--- config.mk ---
export PLATFORM = sky130hd
export DESIGN_NAME = dmct_top
export DESIGN_NICKNAME = d
export VERILOG_FILES = /design/src/dmct_pkg.sv /design/src/dmct_tick_sel.sv /design/src/dmct_half.sv /design/src/dmct_top.sv
export SDC_FILE = /design/constraint.sdc
export NUM_CORES = 1
export LEC_CHECK = 0
export ABC_AREA = 1
export ABC_CLOCK_PERIOD_IN_PS = 1700
export BUFFER_PORTS_ARGS = -buffer_cell sky130_fd_sc_hd__buf_2
export CAP_MARGIN = 20
export CORE_MARGIN = 2
export CORE_UTILIZATION = 55
export DETAILED_ROUTE_END_ITERATION = 8
export PLACE_DENSITY = 0.77
export SYNTH_ARGS = -nofsm -noshare
export SYNTH_HDL_FRONTEND = slang
export SYNTH_SLANG_ARGS = --single-unit
export TNS_END_PERCENT = 20
--- constraint.sdc ---
create_clock -name clock -period 1.7 [get_ports clock]
set_clock_uncertainty 0.1 [all_clocks]
set_input_delay 0.255 -clock clock [delete_from_list [all_inputs] [get_ports clock]]
set_output_delay 0.255 -clock clock [all_outputs]
set_load 0.005 [all_outputs]
--- src/dmct_pkg.sv ---
// Operation
// Low wrap interrupt enable blocks low overflow interrupts at 0, allows at 1.
// Low match-clear at 1 clears the low counter on its compare match.
// In 16-bit mode CPU accesses the upper byte first, then lower.
// Upper-byte write goes to the latch; lower write commits both bytes together.
// Counter upper read returns it directly and latches the lower byte.
// Compare register byte reads return contents directly, bypassing the latch.
// Upper clock select top bit 0 gives 16-bit mode; 1 gives two 8-bit timers.
// Reset gives counter zero, compare all ones, control and status zero.
// 16-bit match sets upper flag, toggles upper pin, may interrupt and clear.
// 16-bit wrap sets upper wrap flag; interrupt needs wrap and interrupt enables.
// 8-bit halves match independently: flag, interrupt, toggle, optional clear.
// 8-bit half wrap sets its flag; interrupt needs both its enables.
// Internal count clocks are system clock divided by 32, 16, 4 or 2.
// Lower select top bit 0 counts external event edges of the chosen polarity.
// External event pulses last at least two system clock cycles.
// Toggle pins drive the output-level field and invert on each match.
// Match signal is issued when the counter leaves the matching value.
// Counter halts in low-power modes other than sleep; registers are retained.
// Control write together with a match makes the pin take the written level.
// Compare write with a match suppresses it; matches follow the count clock.
// In 16-bit mode the low flags still follow the lower eight bits.
// Counter half write coinciding with its overflow suppresses the overflow.
// Flags are set by hardware; cleared by reading 1 then writing 0.
// Output-level write drives the pin right after the write.
package dmct_pkg;
  localparam logic [2:0] ADDR_CTRL = 3'h0;
  localparam logic [2:0] ADDR_STAT = 3'h1;
  localparam logic [2:0] ADDR_CNT_HI = 3'h2;
  localparam logic [2:0] ADDR_CNT_LO = 3'h3;
  localparam logic [2:0] ADDR_CMP_HI = 3'h4;
  localparam logic [2:0] ADDR_CMP_LO = 3'h5;
  localparam logic [15:0] CNT_RESET = 16'h0000;
  localparam logic [15:0] CMP_RESET = 16'hFFFF;
  localparam logic [7:0] REG_RESET = 8'h00;
  localparam logic [7:0] BYTE_MAX = 8'hFF;
  localparam int CTL_OUT_HI = 7;
  localparam int CTL_SEL_HI_TOP = 6;
  localparam int CTL_OUT_LO = 3;
  localparam int CTL_SEL_LO_TOP = 2;
  localparam int ST_WRAP_HI = 7;
  localparam int ST_MATCH_HI = 6;
  localparam int ST_WIE_HI = 5;
  localparam int ST_CLR_HI = 4;
  localparam int ST_WRAP_LO = 3;
  localparam int ST_MATCH_LO = 2;
  localparam int ST_WIE_LO = 1;
  localparam int ST_CLR_LO = 0;
  localparam int PRESCALE_W = 5;
  localparam logic [1:0] SEL_DIV32 = 2'h0;
  localparam logic [1:0] SEL_DIV16 = 2'h1;
  localparam logic [1:0] SEL_DIV4 = 2'h2;
endpackage

--- src/dmct_tick_sel.sv ---
`timescale 1ns/1ps
`default_nettype none
module dmct_tick_sel
(
  input wire logic [4:0] prescale,
  input wire logic [4:0] prescale_prev,
  input wire logic [1:0] sel,
  output logic tick
);
  logic [4:0] fall;
  // A divided clock ticks on each falling edge of its prescaler bit.
  assign fall = prescale_prev & ~prescale;
  always_comb
  begin
    case (sel)
      dmct_pkg::SEL_DIV32: tick = fall[4];
      dmct_pkg::SEL_DIV16: tick = fall[3];
      dmct_pkg::SEL_DIV4: tick = fall[1];
      default: tick = fall[0];
    endcase
  end
endmodule
`default_nettype wire

--- src/dmct_half.sv ---
`timescale 1ns/1ps
`default_nettype none
module dmct_half
(
  input wire logic clock,
  input wire logic rst_n,
  input wire logic tick,
  input wire logic match_cond,
  input wire logic clear_on_match,
  input wire logic cmp_write,
  input wire logic cnt_write,
  input wire logic [7:0] cnt_wdata,
  output logic [7:0] count,
  output logic match_pulse,
  output logic wrap_pulse
);
  // Match fires as the counter leaves the matching value, on its own tick.
  assign match_pulse = tick && match_cond && !cmp_write;
  assign wrap_pulse = tick && count == dmct_pkg::BYTE_MAX && !cnt_write;
  always_ff @(posedge clock)
  begin
    if (!rst_n)
      count <= dmct_pkg::CNT_RESET[7:0];
    else if (cnt_write)
      count <= cnt_wdata;
    else if (match_pulse && clear_on_match)
      count <= 8'h00;
    else if (tick)
      count <= count + 8'h01;
  end
endmodule
`default_nettype wire

--- src/dmct_top.sv ---
`timescale 1ns/1ps
`default_nettype none
module dmct_top
(
  input wire logic clock,
  input wire logic rst_n,
  input wire logic [2:0] addr,
  input wire logic wr_en,
  input wire logic rd_en,
  input wire logic [7:0] wdata,
  output logic [7:0] rdata,
  input wire logic run_enable,
  input wire logic event_input_pin,
  input wire logic event_edge_select,
  output logic toggle_pin_upper,
  output logic toggle_pin_lower,
  output logic irq_upper,
  output logic irq_lower
);
  // ==========================================================
  // Registers
  logic [7:0] timer_control;
  logic [7:0] status_bits;
  logic [15:0] compare_value;
  logic [7:0] byte_latch;
  logic [3:0] flag_seen;
  logic [4:0] prescale;
  logic [4:0] prescale_prev;
  logic event_prev;
  logic [7:0] cnt_hi;
  logic [7:0] cnt_lo;
  logic tick_hi_int;
  logic tick_lo_int;
  logic tick_lo;
  logic tick_hi;
  logic mode8;
  logic ev_edge;
  logic match_lo;
  logic match_hi;
  logic wrap_lo;
  logic wrap_hi;
  logic match_cond_hi;
  logic wr_ctrl;
  logic wr_stat;
  logic wr_cnt_hi;
  logic wr_cnt_lo;
  logic wr_cmp_lo;
  logic [7:0] cnt_hi_wdata;
  logic [7:0] flag_mask;
  logic wr_cmp_hi;
  logic clr16_hi;
  localparam logic [7:0] REG_ZERO = dmct_pkg::REG_RESET;

  assign mode8 = timer_control[dmct_pkg::CTL_SEL_HI_TOP];
  assign wr_ctrl = wr_en && addr == dmct_pkg::ADDR_CTRL;
  assign wr_stat = wr_en && addr == dmct_pkg::ADDR_STAT;
  // In 16-bit mode the upper byte is staged and committed with the lower write.
  assign wr_cnt_hi = wr_en && (mode8 ? addr == dmct_pkg::ADDR_CNT_HI
    : addr == dmct_pkg::ADDR_CNT_LO);
  assign wr_cnt_lo = wr_en && addr == dmct_pkg::ADDR_CNT_LO;
  assign wr_cmp_lo = wr_en && addr == dmct_pkg::ADDR_CMP_LO;
  assign wr_cmp_hi = wr_en && addr == dmct_pkg::ADDR_CMP_HI;
  assign cnt_hi_wdata = mode8 ? wdata : byte_latch;

  // ==========================================================
  // Count clocks
  always_ff @(posedge clock)
  begin
    if (!rst_n)
    begin
      prescale <= '0;
      prescale_prev <= '0;
      event_prev <= 1'b0;
    end
    else
    begin
      prescale <= prescale + 5'h01;
      prescale_prev <= prescale;
      event_prev <= event_input_pin;
    end
  end

  // Edge detection assumes pulses held two cycles by the source.
  assign ev_edge = event_edge_select ? (event_input_pin && !event_prev)
    : (!event_input_pin && event_prev);

  dmct_tick_sel u_sel_lo
  (
    .prescale(prescale),
    .prescale_prev(prescale_prev),
    .sel(timer_control[1:0]),
    .tick(tick_lo_int)
  );

  dmct_tick_sel u_sel_hi
  (
    .prescale(prescale),
    .prescale_prev(prescale_prev),
    .sel(timer_control[5:4]),
    .tick(tick_hi_int)
  );

  // Halted in low-power modes other than sleep; registers are kept.
  assign tick_lo = run_enable && (timer_control[dmct_pkg::CTL_SEL_LO_TOP]
    ? tick_lo_int : ev_edge);
  // In 16-bit mode the upper half counts the carries out of the lower half.
  assign tick_hi = run_enable && (mode8 ? tick_hi_int
    : (tick_lo && cnt_lo == dmct_pkg::BYTE_MAX));

  // In 16-bit mode the upper half only matches together with the lower byte.
  assign match_cond_hi = mode8 ? cnt_hi == compare_value[15:8]
    : ({cnt_hi, cnt_lo} == compare_value);

  // ==========================================================
  // Counter halves
  logic clr_hi_now;
  assign clr_hi_now = status_bits[dmct_pkg::ST_CLR_HI];

  dmct_half u_lo
  (
    .clock(clock),
    .rst_n(rst_n),
    .tick(tick_lo),
    .match_cond(mode8 ? cnt_lo == compare_value[7:0] : match_cond_hi),
    .clear_on_match(mode8 ? status_bits[dmct_pkg::ST_CLR_LO] : clr_hi_now),
    .cmp_write(wr_cmp_lo),
    .cnt_write(wr_cnt_lo),
    .cnt_wdata(wdata),
    .count(cnt_lo),
    .match_pulse(),
    .wrap_pulse(wrap_lo)
  );

  // Lower byte match in either mode, for the low flag; it drives the low pin only in 8-bit mode.
  assign match_lo = tick_lo && cnt_lo == compare_value[7:0] && !wr_cmp_lo;

  // The 16-bit match follows the lower count clock, not the upper carry.
  assign match_hi = (mode8 ? tick_hi : tick_lo) && match_cond_hi
    && !(mode8 ? wr_cmp_hi : wr_cmp_lo);
  // A 16-bit clear must also zero the upper half, which ticks then only if the compare low byte is FF.
  assign clr16_hi = !mode8 && match_hi && clr_hi_now;

  dmct_half u_hi
  (
    .clock(clock),
    .rst_n(rst_n),
    .tick(tick_hi),
    .match_cond(match_cond_hi),
    .clear_on_match(clr_hi_now),
    .cmp_write(mode8 ? wr_cmp_hi : wr_cmp_lo),
    .cnt_write(wr_cnt_hi || clr16_hi),
    .cnt_wdata(wr_cnt_hi ? cnt_hi_wdata : dmct_pkg::CNT_RESET[15:8]),
    .count(cnt_hi),
    .match_pulse(),
    .wrap_pulse()
  );

  // Upper wrap: in 16-bit mode the whole count wraps.
  assign wrap_hi = tick_hi && cnt_hi == dmct_pkg::BYTE_MAX && !wr_cnt_hi
    && (mode8 || cnt_lo == dmct_pkg::BYTE_MAX);

  // ==========================================================
  // Control, compare and status
  always_ff @(posedge clock)
  begin
    if (!rst_n)
      timer_control <= dmct_pkg::REG_RESET;
    else if (wr_ctrl)
      timer_control <= wdata;
  end

  always_ff @(posedge clock)
  begin
    if (!rst_n)
      compare_value <= dmct_pkg::CMP_RESET;
    else if (wr_en && addr == dmct_pkg::ADDR_CMP_HI && mode8)
      compare_value[15:8] <= wdata;
    else if (wr_cmp_lo)
    begin
      compare_value[7:0] <= wdata;
      if (!mode8)
        compare_value[15:8] <= byte_latch;
    end
  end

  // Byte latch: upper writes stage, upper counter reads capture the lower byte.
  always_ff @(posedge clock)
  begin
    if (!rst_n)
      byte_latch <= REG_ZERO;
    else if (wr_en && (addr == dmct_pkg::ADDR_CNT_HI || addr == dmct_pkg::ADDR_CMP_HI))
      byte_latch <= wdata;
    else if (rd_en && addr == dmct_pkg::ADDR_CNT_HI)
      byte_latch <= cnt_lo;
  end

  // Flag bits that software may clear: those read as 1 since the last clear.
  assign flag_mask = {flag_seen[3], flag_seen[2], 2'b00, flag_seen[1], flag_seen[0], 2'b00};

  always_ff @(posedge clock)
  begin
    if (!rst_n)
      flag_seen <= '0;
    else if (rd_en && addr == dmct_pkg::ADDR_STAT)
      flag_seen <= {status_bits[7], status_bits[6], status_bits[3], status_bits[2]};
    else if (wr_stat)
      flag_seen <= '0;
  end

  // A hardware set in the same cycle as a software clear wins.
  always_ff @(posedge clock)
  begin
    if (!rst_n)
      status_bits <= dmct_pkg::REG_RESET;
    else
    begin
      if (wr_stat)
      begin
        status_bits[5:4] <= wdata[5:4];
        status_bits[1:0] <= wdata[1:0];
        status_bits[7:6] <= status_bits[7:6] & (wdata[7:6] | ~flag_mask[7:6]);
        status_bits[3:2] <= status_bits[3:2] & (wdata[3:2] | ~flag_mask[3:2]);
      end
      if (wrap_hi)
        status_bits[dmct_pkg::ST_WRAP_HI] <= 1'b1;
      if (match_hi)
        status_bits[dmct_pkg::ST_MATCH_HI] <= 1'b1;
      if (wrap_lo)
        status_bits[dmct_pkg::ST_WRAP_LO] <= 1'b1;
      if (match_lo)
        status_bits[dmct_pkg::ST_MATCH_LO] <= 1'b1;
    end
  end

  // ==========================================================
  // Toggle pins and interrupt requests
  always_ff @(posedge clock)
  begin
    if (!rst_n)
    begin
      toggle_pin_upper <= 1'b0;
      toggle_pin_lower <= 1'b0;
    end
    else
    begin
      if (wr_ctrl)
      begin
        toggle_pin_upper <= wdata[dmct_pkg::CTL_OUT_HI];
        toggle_pin_lower <= wdata[dmct_pkg::CTL_OUT_LO];
      end
      else
      begin
        if (match_hi)
          toggle_pin_upper <= ~toggle_pin_upper;
        if (match_lo && mode8)
          toggle_pin_lower <= ~toggle_pin_lower;
      end
    end
  end

  // One-cycle requests; the system interrupt enable gates them outside.
  always_ff @(posedge clock)
  begin
    if (!rst_n)
    begin
      irq_upper <= 1'b0;
      irq_lower <= 1'b0;
    end
    else
    begin
      irq_upper <= match_hi || (wrap_hi && status_bits[dmct_pkg::ST_WIE_HI]);
      irq_lower <= (match_lo && mode8)
        || (wrap_lo && status_bits[dmct_pkg::ST_WIE_LO]);
    end
  end

  // ==========================================================
  // Read data, registered
  always_ff @(posedge clock)
  begin
    if (!rst_n)
      rdata <= REG_ZERO;
    else if (rd_en)
    begin
      case (addr)
        dmct_pkg::ADDR_STAT: rdata <= status_bits;
        dmct_pkg::ADDR_CNT_HI: rdata <= cnt_hi;
        dmct_pkg::ADDR_CNT_LO: rdata <= mode8 ? cnt_lo : byte_latch;
        dmct_pkg::ADDR_CMP_HI: rdata <= compare_value[15:8];
        dmct_pkg::ADDR_CMP_LO: rdata <= compare_value[7:0];
        default: rdata <= REG_ZERO;
      endcase
    end
  end
endmodule
`default_nettype wire

-- Word level (Yosys, flattened, before mapping)
Index checks and enable logic that the tools add are counted.
- flip-flop bits (word level): 82
- output and inout port bits: 12
- word-level logic and storage cells: 148
- $add $sub $neg: 3
- eq/ne operators: 15
- multiplexer cells: 37
- bitwise operators: 11
- reduce and logical (&&, ||, !) cells: 62
- operators by type and width (kind ; count):
    8-bit 2-to-1 mux ; 14
    8-bit case mux with 5 select lines ; 1
    1-bit logical AND ; 34
    2-bit nonzero test ; 9
    1-bit 2-to-1 mux ; 17
    8-bit by 1-bit adder with 8-bit output (second input constant) ; 2
    16-bit == test ; 1
    8-bit == test ; 2
    8-bit == test (second input constant) ; 2
    16-bit 2-to-1 mux ; 1
    4-bit 2-to-1 mux ; 2
    1-bit zero test ; 7
    3-bit by 2-bit == test with 1-bit output (second input constant) ; 2
    3-bit == test (second input constant) ; 2
    1-bit case mux with 3 select lines ; 2
    3-bit nonzero test ; 2
    5-bit by 1-bit adder with 5-bit output (second input constant) ; 1
    5-bit bitwise AND ; 1
    1-bit logical OR ; 5
    5-bit NOT ; 1
    2-bit bitwise AND ; 2
    2-bit by 1-bit == test with 1-bit output (second input constant) ; 2
    2-bit == test (second input constant) ; 2
    2-bit zero test ; 2
    other kinds (7) ; 12

-- Logic depth before layout (Yosys ltp)
Gate-level depths: netlist of run 1.
- depth in word-level cells: 15
- mapped depth: 14
- depth with buffers taken out: 14

-- By module
A second synthesis of run 1 with hierarchy kept.
- cell total of the unflattened synthesis: 678
- area, all modules: 4629.4 µm²
- by module, submodules not included (module ; instances ; cells an instance ; area an instance (µm²) ; seq. area each (µm²)):
    dmct_top ; 1 ; 482 ; 3433.3 ; 1301.2
    dmct_half ; 2 ; 85 ; 539.3 ; 160.2
    dmct_tick_sel ; 2 ; 13 ; 58.8 ; 0.0

-- Worst setup path before layout of run 1
OpenSTA, ideal clock, no wires.
- path type: reg-to-reg
- start point: register u_lo.count[0]
- end point: register u_hi.count[0]
- setup time: 111 ps
- arrival time: 1554 ps
- required time: 1489 ps
- slack: -65 ps
- cell stages (with the launch flop): 13
- buffers on the path: 0
- period minus slack after synthesis: 1765 ps
- cell sequence: dfxtp_1 > ha_1 > nand2_1 > inv_2 > nand4_1 > nor2_1 > nand2_1 > o21ai_1 > nand2_1 > nand3_2 > nand2_1 > nor2_1 > nor2_1
- cells in the longest elaborated chain, start to end: 11
- RTL lines (element ; line ; RTL):
    start: declaration ; dmct_half.sv:13 ; output logic [7:0] count,
    start signal: assignment ; dmct_half.sv:23 ; count <= dmct_pkg::CNT_RESET[7:0];
    start signal: assignment ; dmct_half.sv:25 ; count <= cnt_wdata;
    start signal: assignment ; dmct_half.sv:29 ; count <= count + 8'h01;
    8-bit == test ; dmct_top.sv:108 ; : (tick_lo && cnt_lo == dmct_pkg::BYTE_MAX));
    1-bit logical AND ; dmct_top.sv:108 ;
    1-bit 2-to-1 mux ; dmct_top.sv:107 ; assign tick_hi = run_enable && (mode8 ? tick_hi_int
    1-bit logical AND ; dmct_top.sv:107 ;
    1-bit 2-to-1 mux ; dmct_top.sv:138 ; assign match_hi = (mode8 ? tick_hi : tick_lo) && match_cond_hi
    1-bit logical AND ; dmct_top.sv:138 ;
    1-bit logical AND ; dmct_top.sv:139 ; && !(mode8 ? wr_cmp_hi : wr_cmp_lo);
    1-bit logical AND (2 in a row) ; dmct_top.sv:141 ; assign clr16_hi = !mode8 && match_hi && clr_hi_now;
    1-bit logical OR ; dmct_top.sv:151 ; .cnt_write(wr_cnt_hi || clr16_hi),
    3-bit nonzero test (no source line) / 8-bit 2-to-1 mux (equally long branches) ; -- ;
    end signal: assignment ; dmct_half.sv:23 ;
    end signal: assignment ; dmct_half.sv:25 ;
    end signal: assignment ; dmct_half.sv:29 ;
    end: declaration ; dmct_half.sv:13 ;
Several ways; a longest one is shown, not always the timed one.
A chain may end at the register's enable or synchronous reset.

-- Final worst setup path of run 1
- start point: register u_lo.count[1]
- end point: register u_hi.count[7]
The elaborated chain is that of the path after synthesis.

==> metrics.txt, run 1 <==
First DRT Iteration DRCs 512; layout cell share with drive strength beyond 1 0.265; synth top area cells dfxtp_1, nand2_1, a21oi_1; CTS Sinks 80; via count 4894; worst path cell trace ha_4, nand2_2, inv_2, nand4_1, nor2_1, nand2_1, o21ai_2, nand2_2, nand3_4, nand2_1, nor2_1, nor2_1; final WL 14100 um; CTS clk-pin slew, worst paths 0.10 ns; Slew HR 0.719; Row Count 32; Hold WC Path Type input pin to flip-flop; Finished Cell Area 5620 sq um; CTS Buffer Depth 2; Critical Path Max Stage Delay 0.37 ns; Critical path buffers and inverters 1; Final Worst Setup Slack -0.163 ns; failing checks setup timing; vias in the first global route 4524; run status finished with violations; critical path launch point type flip-flop; reg2reg start u_lo.count[1]; final antenna-violating net count 0; max_cap viols 0; Ant. Diodes 0; fin crit share 1.10; CP startpoint u_lo.count[1]; WP data arrival 2.03 ns; cell area power density 765 nW/um^2; sequential area share after synthesis 0.370; drt drc 0; pin count of the biggest net entering global routing 38; worst-margin pin slew 0.417 ns; Final Max Slew Viols 0; hold wc startpoint wdata[3]; Placed Area 5230 sq um; CTS buffer count 9; DR WL/cell 16.1 um; clk root buf clkbuf_8; crit path time final 1.86 ns; synthesized area per cell 6.66 sq um; first-pass GRT wire length 22600 um; Area growth syn-to-layout 29.8%; GP Congestion 0.959; slowest cell on the critical path dfxtp_2; H-tree depth 3; Initial Util 0.563; CP endpoint kind flip-flop; Port Buffers 29; # IOs 30; Die ar. 8600 sq um; GRT Total Usage 0.337; mapped cell area 4330 sq um; Worst path most repeated cell nor2_1; initial antenna violation count 0; cells after synthesis 650; final hold vios 0; grt ovf 0; vias per inst 5.61; final setup violating endpoints 21; post-synth cell types 33; CP max FO 8; CTS tree yes; Mapped Nets 671; latest clock arrival within the worst-skew pair 0.37 ns; Fin Setup TNS -1.56 ns; Die W 92.7 um; Leak 0.00262 uW; DR pass1 iterations 8; maximum VDD drop 0.000503 V; Die Ht 92.7 um; WP data required 1.86 ns; cell class contributing the biggest share of worst-path delay simple AND/OR/NAND/NOR gates; Final Core Density 0.731; share of the synthesized area in the top cell type 0.370; Placeable Area 7690 sq um; RSZ-0062 raised after global routing yes; critical path type flip-flop to flip-flop; Detailed Place HPWL 10400 um; nets 786; Synth Warn # 0; Seq cells post-synth 80; Peak Freq 537 MHz; largest area contributor in the netlist dfxtp_1
-- path summary, 6_finish.rpt --
kind	to	slack, ns	cells after the start
max	u_hi.count[7]	-0.16	12
max reg2reg	u_hi.count[7]	-0.16	12
min	compare_value[3]	0.04	3
min reg2reg	rdata[0]	0.36	2
-- worst register-to-register path: cells and delay by family (launching register included) --
kind                     cells  cell delay (ns)
flip-flops                   1             0.37
adder cells (fa/ha/maj)      1             0.15
AO/OA/AOI/OAI                1             0.21
AND/OR/NAND/NOR              9             0.89
buffers and inverters        1             0.05
-- layout by cell type, fill, tap and decap left out, types with 5 or more instances in the layout --
master,synthesis,final
a21oi_1,63,61
a31oi_1,6,6
buf_2,7,29
buf_4,0,89
clkbuf_8,0,9
dfxtp_1,80,73
dfxtp_2,0,7
inv_1,73,71
inv_2,14,16
nand2_1,158,151
nand2_2,2,10
nand3_1,33,30
nand4_1,10,10
nor2_1,50,45
nor2_2,1,6
o211ai_1,10,10
o21ai_0,62,62
o21ai_1,6,5
o221ai_1,8,8
o22ai_1,6,6
xnor2_1,12,12
xor2_1,5,5
-- power by group --
part	total (uW)	internal (uW)	leakage [uW]	switching (uW)
Clock	1520	710	0.000107	814
Combinational	747	314	0.00186	433
Sequential	2030	1960	0.000655	69.3
Total	4300	2980	0.00262	1320
-- state kept, by name, indices dropped and copies added (netlist names), 4 cells and up --
signal,flops
prescale,5
u_hi.count,8
byte_latch,8
status_bits,8
flag_seen,4
rdata,8
compare_value,16
u_lo.count,8
timer_control,6
prescale_prev,4
-- area by class of cell --
class                   instances  area [sq um]
repair buffers                125           908
clock inverters                 7          85.1
inverters                      90           338
clock buffers                   9           124
flip-flops and latches         80          1610
fillers                       638          2070
well taps                     102           128
multi-input cells             459          2430
-- cells in the mapped netlist --
library cell / n
clkbuf_1: 14
nor2_2: 1
nor2_8: 1
nand3_2: 3
buf_2: 7
o22ai_1: 6
dfxtp_1: 80
xor2_1: 5
ha_1: 3
o21ai_0: 62
nand3b_1: 1
nand4_4: 1
o221ai_1: 8
inv_2: 14
nor2_4: 2
o31ai_1: 3
nand2_4: 2
a21oi_1: 63
nand2_2: 2
a31o_2: 3
a21oi_2: 1
nor3_1: 6
nand2_1: 158
o211ai_1: 10
xnor2_1: 12
buf_1: 1
nor2_1: 50
inv_1: 73
clkinv_1: 3
o21ai_1: 6
a31oi_1: 6
nand4_1: 10
nand3_1: 33
-- logic make-up after synthesis --
| group | count (synthesis) | share of synthesized area |
|---|---|---|
| simple gates | 270 | 0.273 |
| compound gates | 168 | 0.215 |
| buf+inv | 112 | 0.0991 |
| flops | 80 | 0.370 |
| xor+xnor | 17 | 0.0344 |
| fa+ha+maj | 3 | 0.00867 |
-- metrics by stage --
| stage | power (uW) | hold slack (ns) | instances | setup slack (ns) |
|---|---|---|---|---|
| after detailed placement | 2770 | 0.354 | 850 | -0.197 |
| final | 4300 | 0.0442 | 872 | -0.163 |
| after global placement | 2750 | 0.347 | 850 | -0.149 |
| after CTS | 4270 | 0.0420 | 870 | -0.108 |
| after floorplan | 2440 | 0.248 | 650 | 0.000178 |
| after global routing | 4450 | 0.0689 | 872 | -0.289 |
-- routing by layer --
metal	part of all wire	track usage	wire length, um	up-vias
met5	0	0	0	-
met1	0.42	0.461	5940	2205
met4	0.028	0.0931	396	0
met3	0.095	0.0504	1330	46
li1	-	-	-	2379
met2	0.45	0.555	6380	264
-- what timing repair did --
item                                    4_1_cts  5_1_grt
gates cloned                                  1        0
hold endpoints to repair                      1        0
resized for setup                            32        9
setup buffers                                 2        2
endpoints found under the setup margin       23       33
hold buffers                                  1        0
pin swaps                                    22        8
No activity file was read; power rests on OpenSTA's default activity.
==> run 2, diff against run 1 <==
Settings changed: CORE_ASPECT_RATIO set to 0.8.
==> run 2 against run 1 <==
Against the previous run: the flow still finishes with violations (setup timing); sequential power about the same; power rose by 1.9%; largest cell class unchanged; critical path type unchanged; fmax grew 0.94%; wire length grew 5.1%; core utilization grew 2.8 points; global-route usage grew 0.90 points; worst hold slack improved by 0.017 ns; highest routed layer unchanged; via count increased by 2.3%; count of clock-buffer cells in the layout is 1 higher; die area about the same.
==> metrics.txt, run 2 (same netlist as run 1, synthesis figures left out) <==
Reg-to-Reg End u_hi.count[0]; First DRT Iteration DRCs 658 (+29%); Row Count 28 (-13%); DR pass1 iterations 7 (-1); failing checks setup timing; layout cell share with drive strength beyond 1 0.285 (+0.0197); Die Ht 83.4 um (-10%); fin crit share 1.09 (-0.0102); slowest cell on the critical path dfxtp_4; Hold EP compare_value[3]; r2r setup slk -0.15 ns (+0.02 ns); drt drc 0 (unchanged); commonest cells after routing, fill and taps aside nand2_1, buf_4, inv_1, dfxtp_1, o21ai_0; Overall Power 4380 uW (+1.9%); CTS Buffer Depth 2 (unchanged); Placeable Area 7530 sq um (-2.0%); worst-margin pin slew 0.484 ns (+0.0672 ns); initial antenna violation count 0 (unchanged); WP data required 1.85 ns (about the same); latest clock arrival within the worst-skew pair 0.36 ns (about the same); Port Buffers 29 (unchanged); Area growth syn-to-layout 31.9%; Worst path most repeated cell nand2_2; CTS Sinks 80 (unchanged); clk root buf clkbuf_8; Critical path buffers and inverters 1 (unchanged); max_cap viols 0 (unchanged); max reg flops 16 (unchanged); DR WL/cell 17.0 um (+5.3%); # IOs 30 (unchanged); via count 5005 (+2.3%); Final Worst Setup Slack -0.146 ns (+0.0174 ns); reg2reg start u_lo.count[0]; most common cell after layout, fill and taps aside nand2_1; nets 782 (-0.51%); maximum VDD drop 0.000494 V (-1.8%); RSZ-0062 raised after global routing yes; Peak Freq 542 MHz (+0.94%); final hold vios 0 (unchanged); first-pass GRT wire length 22900 um (+1.4%); Ant. Diodes 0 (unchanged); CTS clk-pin slew, worst paths 0.09 ns (about the same); worst path cell trace ha_4, nand2_2, inv_2, nand4_1, nor2_2, nand2_2, o21ai_2, nand2_2, nand3_4, nand2_1, nor2_1, nor2_1; hold wc startpoint wdata[3]; Critical Path Max Stage Delay 0.37 ns (about the same); Final Core Density 0.759 (+0.0275); Final Max Slew Viols 0 (unchanged); hold path cells 3 (unchanged); CP endpoint kind flip-flop; CTS tree yes; cell class contributing the biggest share of worst-path delay simple AND/OR/NAND/NOR gates; WP data arrival 2.00 ns (-0.03 ns); crit path time final 1.85 ns (-0.0174 ns); Detailed Place HPWL 10300 um (-1.1%); critical path launch point type flip-flop; largest register by flop count compare_value; CTS buffer count 9 (unchanged); pin count of the biggest net entering global routing 40 (+5.3%); Initial Util 0.575 (+0.0116); H-tree depth 3 (unchanged); final antenna-violating net count 0 (unchanged); critical path type flip-flop to flip-flop; # fillers 571 (-11%); GRT Total Usage 0.346 (+0.00895); Leak 0.00265 uW (+1.0%); Die W 103 um (+11%); Slew HR 0.674 (-0.0453); cell area power density 767 nW/um^2 (+0.26%); final WL 14800 um (+5.1%); CP max FO 8 (unchanged); Worst R2R Path Depth 12 (unchanged); vias in the first global route 4655 (+2.9%); vias per inst 5.75 (+2.4%); grt ovf 0 (unchanged); final setup violating endpoints 24 (+14%); run status finished with violations; Die ar. 8610 sq um (about the same); Hold WC Path Type input pin to flip-flop; GP Congestion 0.998 (+4.1%)
==> run 2: cell types whose count changed in the layout (fill, tap and decap cells not counted), sizes merged <==
| cell | previous run | this run |
|---|---|---|
| clkinvlp | 0 | 2 |
| clkbuf | 9 | 10 |
| nand2 | 163 | 162 |
| clkinv | 5 | 4 |
| buf | 124 | 121 |
| inv | 91 | 88 |
| bufinv | 1 | 2 |
==> run 2: worst max-delay path by stage <==
stage                        startpoint            end  slack [ns]  cells past startpoint
final                     u_lo.count[0]  u_hi.count[0]       -0.15                     12
after global routing      u_lo.count[0]  u_hi.count[0]       -0.27                     12
after floorplan           u_lo.count[0]  u_hi.count[0]      0.0002                     12
after CTS                 u_lo.count[1]  u_hi.count[0]       -0.07                     12
after detailed placement  u_lo.count[0]  u_lo.count[7]       -0.27                     10
after global placement    u_lo.count[0]  u_hi.count[3]       -0.16                     12
==> run 2: power breakdown <==
group	total [uW]	switching (uW)	internal (uW)
Clock	1580	741	835
Combinational	779	464	315
Sequential	2030	69.7	1960
==> run 2: worst min-delay path: stages <==
cell and delay [ns]:
buf_2 0.10, a21oi_1 0.06, o21ai_0 0.06
==> run 2: layer usage <==
metal	GRT usage	vias to the layer above	share of wire
met3	0.0884	78	0.12
met4	0.157	0	0.044
met5	0	-	0
met2	0.511	321	0.44
met1	0.470	2243	0.40
li1	-	2363	-
==> run 2: cell type report <==
type / count / area, sq um / share of cell area
Timing Repair Buffer: 122 / 905 / 0.158
Clock buffer: 10 / 128 / 0.0223
Inverter: 90 / 345 / 0.0604
Sequential cell: 80 / 1620 / 0.283
Tap cell: 105 / 131 / 0.0230
Clock inverter: 6 / 92.6 / 0.0162
Multi-Input combinational cell: 458 / 2500 / 0.437
==> run 2: timing repair <==
item | 4_1_cts | 5_1_grt
hold endpoints to repair | 1 | 0
hold buffers | 1 | 0
gates resized for setup | 46 | 28
endpoints found under the setup margin | 23 | 25
pin swaps | 25 | 28
buffers inserted | 7 | 1
gates cloned | 0 | 0
==> run 2: through the flow <==
| stage | area (sq um) | std cells | hold slack (ns) | setup TNS (ns) | setup slack, ns |
|---|---|---|---|---|---|
| final | 5710 | 871 | 0.0611 | -2.36 | -0.146 |
| after global routing | 5710 | 871 | 0.0838 | -4.65 | -0.265 |
| after CTS | 5630 | 870 | 0.0532 | -0.902 | -0.0697 |
| after detailed placement | 5180 | 846 | 0.355 | -3.10 | -0.275 |
| after global placement | 5180 | 846 | 0.350 | -2.34 | -0.159 |
| after floorplan | 4340 | 650 | 0.248 | 0 | 0.000178 |
